[src/usm_pkg.sv]
package usm_pkg;

  // ==========================================================================
  // register addresses
  localparam logic [7:0] ADDR_INTERRUPT_CONTROL = 8'h0B;
  localparam logic [7:0] ADDR_PERIPH_FLAGS      = 8'h0C;
  localparam logic [7:0] ADDR_RX_STATUS_CTRL    = 8'h18;
  localparam logic [7:0] ADDR_TX_BUFFER         = 8'h19;
  localparam logic [7:0] ADDR_RX_FIFO_DATA      = 8'h1A;
  localparam logic [7:0] ADDR_PERIPH_ENABLES    = 8'h8C;
  localparam logic [7:0] ADDR_TX_STATUS_CTRL    = 8'h98;
  localparam logic [7:0] ADDR_BAUD_DIVISOR      = 8'h99;

  // ==========================================================================
  // transmit status/control fields
  localparam int TXS_CLOCK_SOURCE  = 7;
  localparam int TXS_NINE_BIT      = 6;
  localparam int TXS_TX_ENABLE     = 5;
  localparam int TXS_SYNC_MODE     = 4;
  localparam int TXS_HIGH_SPEED    = 2;
  localparam int TXS_SHIFTER_EMPTY = 1;
  localparam int TXS_NINTH_BIT     = 0;

  // ==========================================================================
  // receive status/control fields
  localparam int RCS_PORT_ENABLE = 7;
  localparam int RCS_NINE_BIT    = 6;
  localparam int RCS_SINGLE      = 5;
  localparam int RCS_CONTINUOUS  = 4;
  localparam int RCS_ADDR_DETECT = 3;
  localparam int RCS_OVERRUN     = 1;
  localparam int RCS_NINTH_BIT   = 0;

  // ==========================================================================
  // flag, enable and interrupt control fields
  localparam int PF_RX_READY    = 5;
  localparam int PF_TX_EMPTY    = 4;
  localparam int IC_GLOBAL_IRQ  = 7;
  localparam int IC_PERIPH_IRQ  = 6;

  // ==========================================================================
  // reset values and sizes
  localparam logic [7:0] REG_RESET       = 8'h00;
  localparam logic [7:0] TX_STATUS_RESET = 8'h02;
  localparam logic [3:0] WORD_BITS_EIGHT = 4'h8;
  localparam logic [3:0] WORD_BITS_NINE  = 4'h9;
  localparam logic [1:0] FIFO_DEPTH      = 2'h2;

  // ==========================================================================
  // types
  typedef enum logic [1:0] {
    USM_IDLE = 2'b00,
    USM_TX   = 2'b01,
    USM_RX   = 2'b11
  } usm_mode_t;

  typedef struct packed {
    logic [7:0] addr;
    logic [7:0] wdata;
    logic       wr;
    logic       rd;
  } usm_bus_req_t;

  typedef struct packed {
    logic timing;
    logic timing_oe;
    logic data;
    logic data_oe;
  } usm_pins_t;

endpackage

[src/usm_sync_master.sv]
// Strobed register access was chosen for this implementation.
`timescale 1ns/100ps
// Notes on behaviour
// half duplex; receiving and transmitting never share the data line at once.
// sync mode bit and port enable together turn the pins into clock and data.
// clock source select makes this end master, driving the shift clock.
// shifter reloads from buffer only after last bit; empty shifter loads at once.
// buffer-empty flag sets on transfer to shifter; only a buffer write clears it.
// read-only shifter-empty status bit, polled only.
// with transmit enabled, shifting starts when buffer holds data, first bit on rising edge.
// data changes on rising edge so it is stable at the falling edge.
// baud generator held reset while all three enables clear; starts at once.
// clearing transmit enable aborts, resets transmitter, floats both pins; the clock pin stays driven while a receive enable is set.
// a receive enable during transmit floats data; clock stays; transmitter frozen.
// after a single-receive word, clear that bit and resume transmitting.
// ninth transmit bit captured when the buffer moves into the shifter.
// receive enabled by single or continuous bit; data sampled on falling edge.
// single receives one word; continuous runs until cleared and wins over single.
// finished word enters fifo if room, sets receive-ready; clears when fifo empty.
// receive data register is a two-entry fifo.
// full fifo at last bit sets overrun, drops word, blocks until continuous cleared.
// received ninth bit travels with each fifo word and advances on data read.
// flags set regardless; interrupt request only where enable bits allow.
// software sets divisor, modes, enables, ninth bit, then writes data.
// software clears receive enables first, reads status before data.
// shift clock rate is the system clock divided by 2 x (baud divisor + 1).
module usm_sync_master (
  input  wire logic                  clk_i,
  input  wire logic                  reset_i,
  input  wire usm_pkg::usm_bus_req_t bus_i,
  output logic [7:0]                 rdata_o,
  input  wire logic                  data_i,
  output usm_pkg::usm_pins_t         pins_o,
  output logic                       irq_o
);
  import usm_pkg::*;

  // ==========================================================================
  // state
  typedef struct packed {
    usm_mode_t       mode;
    logic [7:0]      baud_cnt;
    logic [7:0]      baud_divisor;
    logic            global_irq_enable;
    logic            peripheral_irq_enable;
    logic [7:0]      periph_enables;
    logic            clock_source_select;
    logic            nine_bit_transmit;
    logic            transmit_enable;
    logic            sync_mode;
    logic            high_speed;
    logic            transmit_ninth_bit;
    logic            serial_port_enable;
    logic            nine_bit_receive;
    logic            single_receive_enable;
    logic            continuous_receive_enable;
    logic            addr_detect;
    logic            overrun_error;
    logic [7:0]      transmit_buffer;
    logic            buffer_full;
    logic            transmit_buffer_empty_flag;
    logic [8:0]      transmit_shifter;
    logic [3:0]      tx_left;
    logic [8:0]      receive_shifter;
    logic [3:0]      rx_left;
    logic [1:0][8:0] receive_fifo;
    logic            fifo_head;
    logic [1:0]      fifo_count;
    logic            data_meta;
    logic            data_sync;
    usm_pins_t       pins;
    logic [7:0]      rdata;
    logic            irq;
  } usm_state_t;

  usm_state_t s_reg;
  usm_state_t s_next;

  // ==========================================================================
  // derived terms
  logic       port_on;
  logic       rx_req;
  logic       baud_run;
  logic       tick;
  logic       rx_active;
  logic       tx_active;
  logic       toggle;
  logic       rising;
  logic       falling;
  logic [3:0] tx_len;
  logic [3:0] rx_len;
  logic [8:0] rx_shift_in;
  logic [8:0] rx_word;
  logic       word_done;
  logic       fifo_full;
  logic       push;
  logic       set_overrun;
  logic       pop;
  logic       load;
  logic       push_idx;
  logic       rx_ready;
  logic       wr_rx_ctrl;

  assign port_on     = s_reg.serial_port_enable & s_reg.sync_mode & s_reg.clock_source_select; // see R2
  assign rx_req      = s_reg.single_receive_enable | s_reg.continuous_receive_enable;
  assign baud_run    = s_reg.transmit_enable | rx_req;
  assign tick        = baud_run & (s_reg.baud_cnt == REG_RESET);
  assign rx_active   = (s_reg.mode == USM_RX) & ~s_reg.overrun_error;
  assign tx_active   = (s_reg.mode == USM_TX) & (s_reg.tx_left != 4'h0);
  assign toggle      = tick & port_on & (s_reg.pins.timing | rx_active | tx_active);
  assign rising      = toggle & ~s_reg.pins.timing;
  assign falling     = toggle & s_reg.pins.timing;
  assign tx_len      = s_reg.nine_bit_transmit ? WORD_BITS_NINE : WORD_BITS_EIGHT;
  assign rx_len      = s_reg.nine_bit_receive ? WORD_BITS_NINE : WORD_BITS_EIGHT;
  assign rx_shift_in = {s_reg.data_sync, s_reg.receive_shifter[8:1]};
  assign rx_word     = s_reg.nine_bit_receive ? rx_shift_in : {1'b0, rx_shift_in[8:1]};
  assign word_done   = falling & rx_active & (s_reg.rx_left == 4'h1);
  assign fifo_full   = (s_reg.fifo_count == FIFO_DEPTH);
  assign push        = word_done & ~fifo_full;
  assign set_overrun = word_done & fifo_full;
  assign pop         = bus_i.rd & (bus_i.addr == ADDR_RX_FIFO_DATA) & (s_reg.fifo_count != 2'h0);
  assign load        = s_reg.transmit_enable & s_reg.buffer_full & (s_reg.tx_left == 4'h0)
                       & (s_reg.mode != USM_RX);
  assign push_idx    = s_reg.fifo_head ^ s_reg.fifo_count[0];
  assign rx_ready    = (s_reg.fifo_count != 2'h0);
  assign wr_rx_ctrl  = bus_i.wr & (bus_i.addr == ADDR_RX_STATUS_CTRL);

  // ==========================================================================
  // next state
  always_comb begin
    s_next = s_reg;

    // data pin synchroniser
    s_next.data_meta = data_i;
    s_next.data_sync = s_reg.data_meta;

    // baud generator: half period is divisor plus one clocks
    if (!baud_run) begin
      s_next.baud_cnt = REG_RESET;
    end else if (tick) begin
      s_next.baud_cnt = s_reg.baud_divisor;
    end else begin
      s_next.baud_cnt = s_reg.baud_cnt - 8'h01;
    end

    // mode selection, receive before transmit
    if (!port_on) begin
      s_next.mode = USM_IDLE;
    end else if (rx_req) begin
      s_next.mode = USM_RX;                                                  // see R1
    end else if (s_reg.transmit_enable) begin
      s_next.mode = USM_TX;
    end else begin
      s_next.mode = USM_IDLE;
    end

    // shift clock
    if (!port_on || !baud_run) begin
      s_next.pins.timing = 1'b0;
    end else begin
      s_next.pins.timing = s_reg.pins.timing ^ toggle;
    end

    // transmitter
    if (!s_reg.transmit_enable) begin
      s_next.tx_left          = 4'h0;
      s_next.transmit_shifter = 9'h000;
    end else if (load) begin
      s_next.transmit_shifter           = {s_reg.transmit_ninth_bit, s_reg.transmit_buffer};
      s_next.tx_left                    = tx_len;
      s_next.buffer_full                = 1'b0;
      s_next.transmit_buffer_empty_flag = 1'b1;
    end else if (rising && tx_active) begin
      s_next.pins.data        = s_reg.transmit_shifter[0];
      s_next.transmit_shifter = {1'b0, s_reg.transmit_shifter[8:1]};
    end else if (falling && tx_active) begin
      s_next.tx_left = s_reg.tx_left - 4'h1;
    end

    // receiver
    if (s_reg.mode != USM_RX) begin
      s_next.rx_left         = rx_len;
      s_next.receive_shifter = 9'h000;
    end else if (falling && rx_active) begin
      s_next.receive_shifter = rx_shift_in;
      if (word_done) begin
        s_next.rx_left = rx_len;
        if (!s_reg.continuous_receive_enable) begin
          s_next.single_receive_enable = 1'b0;                               // see R12
        end
      end else begin
        s_next.rx_left = s_reg.rx_left - 4'h1;
      end
    end

    // receive fifo
    if (push) begin
      s_next.receive_fifo[push_idx] = rx_word;                               // see R17
    end
    if (pop) begin
      s_next.fifo_head = ~s_reg.fifo_head;
    end
    if (push && !pop) begin
      s_next.fifo_count = s_reg.fifo_count + 2'h1;
    end else if (!push && pop) begin
      s_next.fifo_count = s_reg.fifo_count - 2'h1;
    end

    // register writes
    if (bus_i.wr) begin
      unique case (bus_i.addr)
        ADDR_INTERRUPT_CONTROL: begin
          s_next.global_irq_enable     = bus_i.wdata[IC_GLOBAL_IRQ];
          s_next.peripheral_irq_enable = bus_i.wdata[IC_PERIPH_IRQ];
        end
        ADDR_RX_STATUS_CTRL: begin
          s_next.serial_port_enable        = bus_i.wdata[RCS_PORT_ENABLE];
          s_next.nine_bit_receive          = bus_i.wdata[RCS_NINE_BIT];
          s_next.single_receive_enable     = bus_i.wdata[RCS_SINGLE];
          s_next.continuous_receive_enable = bus_i.wdata[RCS_CONTINUOUS];
          s_next.addr_detect               = bus_i.wdata[RCS_ADDR_DETECT];
        end
        ADDR_TX_BUFFER: begin
          s_next.transmit_buffer            = bus_i.wdata;
          s_next.buffer_full                = 1'b1;
          s_next.transmit_buffer_empty_flag = 1'b0;
        end
        ADDR_PERIPH_ENABLES: begin
          s_next.periph_enables = bus_i.wdata;
        end
        ADDR_TX_STATUS_CTRL: begin
          s_next.clock_source_select = bus_i.wdata[TXS_CLOCK_SOURCE];
          s_next.nine_bit_transmit   = bus_i.wdata[TXS_NINE_BIT];
          s_next.transmit_enable     = bus_i.wdata[TXS_TX_ENABLE];
          s_next.sync_mode           = bus_i.wdata[TXS_SYNC_MODE];
          s_next.high_speed          = bus_i.wdata[TXS_HIGH_SPEED];
          s_next.transmit_ninth_bit  = bus_i.wdata[TXS_NINTH_BIT];
        end
        ADDR_BAUD_DIVISOR: begin
          s_next.baud_divisor = bus_i.wdata;
        end
        default: begin
        end
      endcase
    end

    // overrun: clearing continuous receive clears it, a new overrun wins
    if (wr_rx_ctrl && !bus_i.wdata[RCS_CONTINUOUS]) begin
      s_next.overrun_error = 1'b0;
    end
    if (set_overrun) begin
      s_next.overrun_error = 1'b1;
    end

    // pin enables
    s_next.pins.timing_oe = port_on & (s_reg.transmit_enable | rx_req);      // see R10
    s_next.pins.data_oe   = (s_next.mode == USM_TX) & s_next.transmit_enable; // see R1 see R11

    // interrupt request
    s_next.irq = s_reg.global_irq_enable & s_reg.peripheral_irq_enable
                 & ((s_reg.transmit_buffer_empty_flag & s_reg.periph_enables[PF_TX_EMPTY])
                    | (rx_ready & s_reg.periph_enables[PF_RX_READY]));

    // register reads, data valid for one cycle only
    s_next.rdata = REG_RESET;
    if (bus_i.rd) begin
      unique case (bus_i.addr)
        ADDR_INTERRUPT_CONTROL: begin
          s_next.rdata = {s_reg.global_irq_enable, s_reg.peripheral_irq_enable, 6'h00};
        end
        ADDR_PERIPH_FLAGS: begin
          s_next.rdata = {2'h0, rx_ready, s_reg.transmit_buffer_empty_flag, 4'h0}; // see R5
        end
        ADDR_RX_STATUS_CTRL: begin
          s_next.rdata = {s_reg.serial_port_enable, s_reg.nine_bit_receive,
                          s_reg.single_receive_enable, s_reg.continuous_receive_enable,
                          s_reg.addr_detect, 1'b0, s_reg.overrun_error,
                          s_reg.receive_fifo[s_reg.fifo_head][8]};
        end
        ADDR_TX_BUFFER: begin
          s_next.rdata = s_reg.transmit_buffer;
        end
        ADDR_RX_FIFO_DATA: begin
          s_next.rdata = s_reg.receive_fifo[s_reg.fifo_head][7:0];
        end
        ADDR_PERIPH_ENABLES: begin
          s_next.rdata = s_reg.periph_enables;
        end
        ADDR_TX_STATUS_CTRL: begin
          s_next.rdata = {s_reg.clock_source_select, s_reg.nine_bit_transmit,
                          s_reg.transmit_enable, s_reg.sync_mode, 1'b0, s_reg.high_speed,
                          (s_reg.tx_left == 4'h0), s_reg.transmit_ninth_bit};
        end
        ADDR_BAUD_DIVISOR: begin
          s_next.rdata = s_reg.baud_divisor;
        end
        default: begin
          s_next.rdata = REG_RESET;
        end
      endcase
    end
  end

  // ==========================================================================
  // registers
  always_ff @(posedge clk_i) begin
    if (reset_i) begin
      s_reg <= '0;
    end else begin
      s_reg <= s_next;
    end
  end

  // ==========================================================================
  // outputs
  assign rdata_o = s_reg.rdata;
  assign pins_o  = s_reg.pins;
  assign irq_o   = s_reg.irq;

endmodule

[config.mk]
export PLATFORM = sky130hd
export DESIGN_NAME = usm_sync_master
export DESIGN_NICKNAME = d
export VERILOG_FILES = /design/src/usm_pkg.sv /design/src/usm_sync_master.sv
export SDC_FILE = /design/constraint.sdc
export NUM_CORES = 1
export LEC_CHECK = 0
export BUFFER_PORTS_ARGS = -buffer_cell sky130_fd_sc_hd__buf_2
export CORE_MARGIN = 3
export CORE_UTILIZATION = 40
export DETAILED_ROUTE_END_ITERATION = 6
export SYNTH_ARGS = -nofsm -noshare
export SYNTH_HDL_FRONTEND = slang
export SYNTH_SLANG_ARGS = --single-unit
[constraint.sdc]
create_clock -name clk_i -period 3.58 [get_ports clk_i]
set_clock_uncertainty 0.2 [all_clocks]
set_input_delay 0.716 -clock clk_i [delete_from_list [all_inputs] [get_ports clk_i]]
set_output_delay 0.716 -clock clk_i [all_outputs]
set_load 0.005 [all_outputs]
## Word level (Yosys, flattened, before mapping)

Index checks and enable logic that the tools add are counted.

- Register bits after elaboration: 112
- Output and inout bits: 13

- Add/sub/neg operators: 5
- Magnitude comparators: 3
- Equal/unequal tests: 15
- Multiplexer cells: 35
- Bitwise logic cells: 40
- Reductions and logical operators: 35

Operators by type and width:

| kind | number |
|---|---|
| $pmux W8 S8 | 1 |
| $mux W9 | 6 |
| $and A1 B1 Y1 | 25 |
| $eq A8 B5 Y1 const B | 3 |
| $eq A8 B8 Y1 const B | 3 |
| $mux W4 | 6 |
| $bwmux W18 | 1 |
| $eq A8 B4 Y1 const B | 2 |
| $mux W2 | 8 |
| $reduce_and A2 Y1 | 7 |
| $mux W13 | 1 |
| $reduce_bool A2 Y1 | 6 |
| $reduce_or A2 Y1 | 5 |
| $demux W9 S1 | 1 |
| $mux W1 | 9 |
| $logic_not A8 Y1 | 1 |
| $mux W8 | 1 |
| $not A1 Y1 | 8 |
| $sub A4 B1 Y4 const B | 2 |
| $sub A8 B1 Y8 const B | 1 |
| $logic_and A1 B1 Y1 | 7 |
| $logic_not A1 Y1 | 5 |
| $mux W5 | 1 |
| $or A1 B1 Y1 | 5 |
| 13 further kinds | 18 |

## Depth between registers and ports, before layout

- Depth in word-level cells: 14
- Gate-level depth with buffers: 14
- Gate-level depth less buffers: 12

## Worst setup path before layout

No wires, ideal clock.

- Path type: register to register
- From: reg s_reg[102] in the netlist's numbering
- To: reg s_reg[16] in the netlist's numbering
- Setup time: 0.070 ns
- Arrival: 3.169 ns
- Required time: 3.310 ns
- Path slack: 0.141 ns
- Stages on the path, launching flop included: 14
- Buffers on the path: 2
- Cell sequence: dfxtp_1 inv_1 ha_1 nor3b_1 nand3_1 clkbuf_1 nor3_1 ha_1 nand4b_1 clkbuf_1 nor3_1 ha_1 or3_1 a21oi_1

- Word-level cells in the longest chain between the ends: 11
- Elaborated cells between the ends (all ways): 13
- Those cells by class: 1 x mux; 7 x bitwise; 5 x reduce/logical

Ends and longest elaborated chain:

| what | line | text |
|---|---|---|
| start, declared | usm_sync_master.sv:76 | `usm_state_t s_reg;` |
| start signal, assigned | usm_sync_master.sv:310 | `s_reg <= s_next;` |
| $logic_not A8 Y1 (*) | usm_sync_master.sv:107 | `assign tick = baud_run & (s_reg.baud_cnt == REG_RESET);` |
| $and A1 B1 Y1 (*) | usm_sync_master.sv:107 |  |
| $and A1 B1 Y1 (*) (2 in series) | usm_sync_master.sv:110 | `assign toggle = tick & port_on & (s_reg.pins.timing \| rx_active \| tx_active);` |
| $and A1 B1 Y1 (*) | usm_sync_master.sv:112 | `assign falling = toggle & s_reg.pins.timing;` |
| $and A1 B1 Y1 (*) (2 in series) | usm_sync_master.sv:117 | `assign word_done = falling & rx_active & (s_reg.rx_left == 4'h1);` |
| $and A1 B1 Y1 (*) | usm_sync_master.sv:119 | `assign push = word_done & ~fifo_full;` |
| $logic_not A1 Y1 | usm_sync_master.sv:205 | `end else if (!push && pop) begin` |
| $logic_and A1 B1 Y1 | usm_sync_master.sv:205 |  |
| $reduce_bool A2 Y1 (no source line) | - |  |

Mark *: on every way between the ends. The rest lies on a longest branch, timed or not.
A chain may end at the register's enable or synchronous reset.

## Worst setup path after layout

- From: reg s_reg[102] in the netlist's numbering
- To: reg s_reg[32] in the netlist's numbering

- Word-level cells in the longest chain between the ends: 8

Ends and longest elaborated chain:

| what | line |
|---|---|
| $logic_not A8 Y1 | usm_sync_master.sv:107 |
| $and A1 B1 Y1 | usm_sync_master.sv:107 |
| $and A1 B1 Y1 (2 in series) | usm_sync_master.sv:110 |
| $and A1 B1 Y1 | usm_sync_master.sv:112 |
| $and A1 B1 Y1 (2 in series) | usm_sync_master.sv:117 |
| $and A1 B1 Y1 | usm_sync_master.sv:119 |

No other way between the ends.

==> run_results.csv <==
group,metric,value,unit
status,status,"complete, no violations",
detailed_routing,wl_met3,563,um
floorplan,rows,41,
yosys,synth-edff-count,0,
power_and_ir_drop,switchingPower,558,uW
cells_and_area,drive_gt1_share,12.9,%
floorplan,die_h,120,um
setup_path,crit_start,"s_reg[102]",
yosys,synth_simple_gate_area_share,22.0,%
power_and_ir_drop,p_int,1820,uW
setup_path,required,3.65,ns
power_and_ir_drop,ir_drop,246,uV
setup_path,critical_path.max_fanout,18,
power_and_ir_drop,swShare,23.5,%
cells_and_area,fillers,1278,
cells_and_area,num_antenna_cells,0,
power_and_ir_drop,p_per_area,413,mW/mm^2
clock_network,cts_setup_buffers,0,
yosys,muxShareOfSynthArea,11.7,%
grt,gr-total-overflow,0,
grt,grtUsageTotal,19.0,%
power_and_ir_drop,p_seq_share,52.1,%
detailed_routing,drtIter0Drc,382,
yosys,synth_flop_cell,"dfxtp_1",
clock_network,clockRootBuffer,"clkbuf_16",
cells_and_area,area_growth,10.2,%
setup_path,crit_end,"s_reg[32]",
cells_and_area,finalNetCount,621,
setup_path,worst-path-stages,12,
yosys,synth_compound_area_share,14.5,%
timing,worst_pin_slew,0.819,ns
setup_path,start_kind,"flip-flop",
setup_path,critical_path.top_delay_family,"simple AND/OR/NAND/NOR gates",
floorplan,core,0.0127,mm^2
placement,port_buffers,33,
yosys,async_reset_ff_share,0,%
power_and_ir_drop,combPwrFrac,3.4,%
power_and_ir_drop,p_leak,0.00213,uW
clock_network,cts_buffers,9,
timing,period_minus_slack,2.99,ns
cells_and_area,largest_reg_flops,88,
yosys,synth-seq-cells,111,
setup_path,slowest_delay,0.33,ns
yosys,avgSynthCellArea,8.94,um^2
clock_network,clk_latency,0.36,ns
grt,grt_max_degree,69,
detailed_routing,wl_per_cell,17.6,um
detailed_routing,top_layer_used,"met4",
yosys,syn_area,0.00522,mm^2
setup_path,cp-end-kind,"flip-flop",
timing,setup_violations,0,
yosys,synth.net_count,614,
yosys,synth-xor-area-share,1.51,%
setup_path,timing.rr.end,"s_reg[32]",
grt,first_global_vias,4216,
detailed_routing,wl_met2,6.51,mm
grt,grt_pass1_wl,21.9,mm
setup_path,crit_buf_inv,3,
detailed_routing,drc,0,
timing,fmax,0.334,GHz
timing,hold_viol,0,
detailed_routing,vias,4346,
setup_path,r2r_slack,0.59,ns
clock_network,clkSinkCount,111,
setup_path,cp_slowest_cell,"dfxtp_1",
yosys,synthAdderAreaFrac,2.16,%
detailed_routing,ant_nets,0,
timing,max_slew_margin,45.2,%
yosys,synth.lib_cells_used.distinct,51,
timing,fin_crit_sh,83.5,%
min_path,hold_path_class,"reg2reg",
timing,drv_slew,0,
setup_path,crit_type,"reg2reg",
grt,grt_antenna_before_repair,0,
yosys,yosysWarnings,0,
power_and_ir_drop,clockPowerShare,44.5,%
clock_network,postCtsResizedCells,0,
timing,rsz0062_at_grt,"false",
clock_network,clock_path_buffers,2,
detailed_routing,routed_wl,13.5,mm
setup_path,worstPathArrival,3.06,ns
power_and_ir_drop,p_total,2380,uW
setup_path,path_cells,"inv_1 > ha_1 > nor3b_1 > nand3_1 > nor3_1 > ha_1 > nand4b_1 > buf_4 > nor4b_4 > buf_4 > nor2_1 > a211oi_1",
yosys,synthCells,584,
setup_path,worstReg2RegStart,"s_reg[102]",
floorplan,die-area,0.0145,mm^2
job,drv_cap,0,
detailed_routing,viasPerCell,5.66,
floorplan,die_x,120,um
clock_network,path_clk_slew,0.08,ns
floorplan,initial_utilization,41.2,%
yosys,synth_top_family_by_area,"simple AND/OR/NAND/NOR gates",
timing,tns,0,ns
yosys,ys_seq_area_share,42.5,%
detailed_routing,drt-pass1-iter-count,5,
clock_network,htree_levels,3,
setup_path,worst_r2r_path_depth,12,
detailed_routing,drt-met1-wl,6.15,mm
placement,hpwl,9.64,mm
clock_network,ctsHoldBuffers,0,
clock_network,cts_tree,"built",
placement,gp_congestion,0.930,
floorplan,io_pins,34,
-- worst min path at each step --
stage / depth (start not counted) / start / to
after floorplan: 1 / s_next[13] / rx_shift_in[8]
after global placement: 1 / s_next[13] / rx_shift_in[8]
after detailed placement: 1 / s_next[13] / rx_shift_in[8]
after CTS: 1 / s_next[13] / rx_shift_in[8]
after global routing: 1 / s_next[13] / rx_shift_in[8]
final: 1 / s_next[13] / rx_shift_in[8]
-- layer usage --
metal  vias to the layer above  track usage (%)
li1                       2104                -
met1                      2112             25.3
met2                       112             31.3
met3                        18             2.76
met4                         0             7.44
met5                         -                0
-- through the flow --
step / util [%] / hold slack (ns) / std cells / cell area (um^2) / setup slack [ns]
after floorplan: - / 0.214 / 584 / 5220 / 0.141
after global placement: 43.0 / 0.217 / 752 / 5450 / 0.495
after detailed placement: 43.0 / 0.228 / 752 / 5450 / 0.447
after CTS: 45.4 / 0.247 / 768 / 5760 / 0.581
after global routing: 45.4 / 0.266 / 768 / 5760 / 0.283
final: 45.4 / 0.240 / 768 / 5760 / 0.590
-- power groups by stage --
stage | clock [uW] | sequential [uW] | combinational (uW)
global placement | 0 | 1270 | 78.2
detailed placement | 0 | 1270 | 79.2
floorplan | 0 | 1270 | 42.8
CTS | 1080 | 1240 | 79.5
global route | 1120 | 1240 | 86.1
finish | 1060 | 1240 | 80.4
-- cells in the mapped netlist (3+ instances only) --
cell type    n  share of area (%)
xnor2_1      3               0.50
ha_1         9                2.2
nand3b_1     4               0.57
clkbuf_1    27                1.9
mux2i_1     50                9.6
or3_1        4               0.48
and3_1       6               0.72
a22o_1       3               0.50
nand2_1     45                3.2
and3b_1      3               0.50
nand4_1      6               0.72
o2bb2ai_1    5               0.84
nor2b_1      7               0.84
a32oi_1      7                1.2
nor2_1      76                5.5
a211oi_1    35                5.0
nand3_1     23                2.2
or3b_1       3               0.50
buf_2        7               0.67
a21oi_1     35                3.4
nor4_1       3               0.36
nand2b_1    10                1.2
xor2_1       6                1.0
nor3b_1      5               0.72
inv_1       10               0.72
nor3_1      13                1.2
buf_4       14                2.0
o21ai_0     12                1.1
mux2_2       8                1.7
dfxtp_1    111                 43
a31oi_1      6               0.72
a22oi_1      5               0.72
-- cell usage in the layout (no fill, tap or decap), types with 7 or more instances in the layout --
cell and n:
inv_1 10, dfxtp_1 111, buf_4 12, mux2i_1 50, buf_2 33, nor2b_1 7, a211oi_1 35, nor3_1 13
clkbuf_16 9, a32oi_1 7, a21oi_1 35, ha_1 9, mux2_2 8, o21ai_0 12, nand2b_1 10, nand3_1 23
nand2_1 45, nor2_1 76
-- cell type report --
type / count / area, um^2 / area share [%]
tap: 172 / 215 / 3.74
multi-input combinational: 414 / 2720 / 47.2
clock inverter: 7 / 85.1 / 1.48
inverter: 10 / 37.5 / 0.652
timing repair buffer: 45 / 255 / 4.43
clock buffer: 9 / 225 / 3.91
sequential: 111 / 2220 / 38.6
-- cell families after synthesis --
| group | after synthesis |
|---|---|
| AO/OA/AOI/OAI | 114 |
| XOR/XNOR | 9 |
| adder cells (fa/ha/maj) | 9 |
| buffers and inverters | 59 |
| flip-flops | 111 |
| multiplexers | 59 |
| AND/OR/NAND/NOR | 223 |
(Power assumes the default switching activity.)
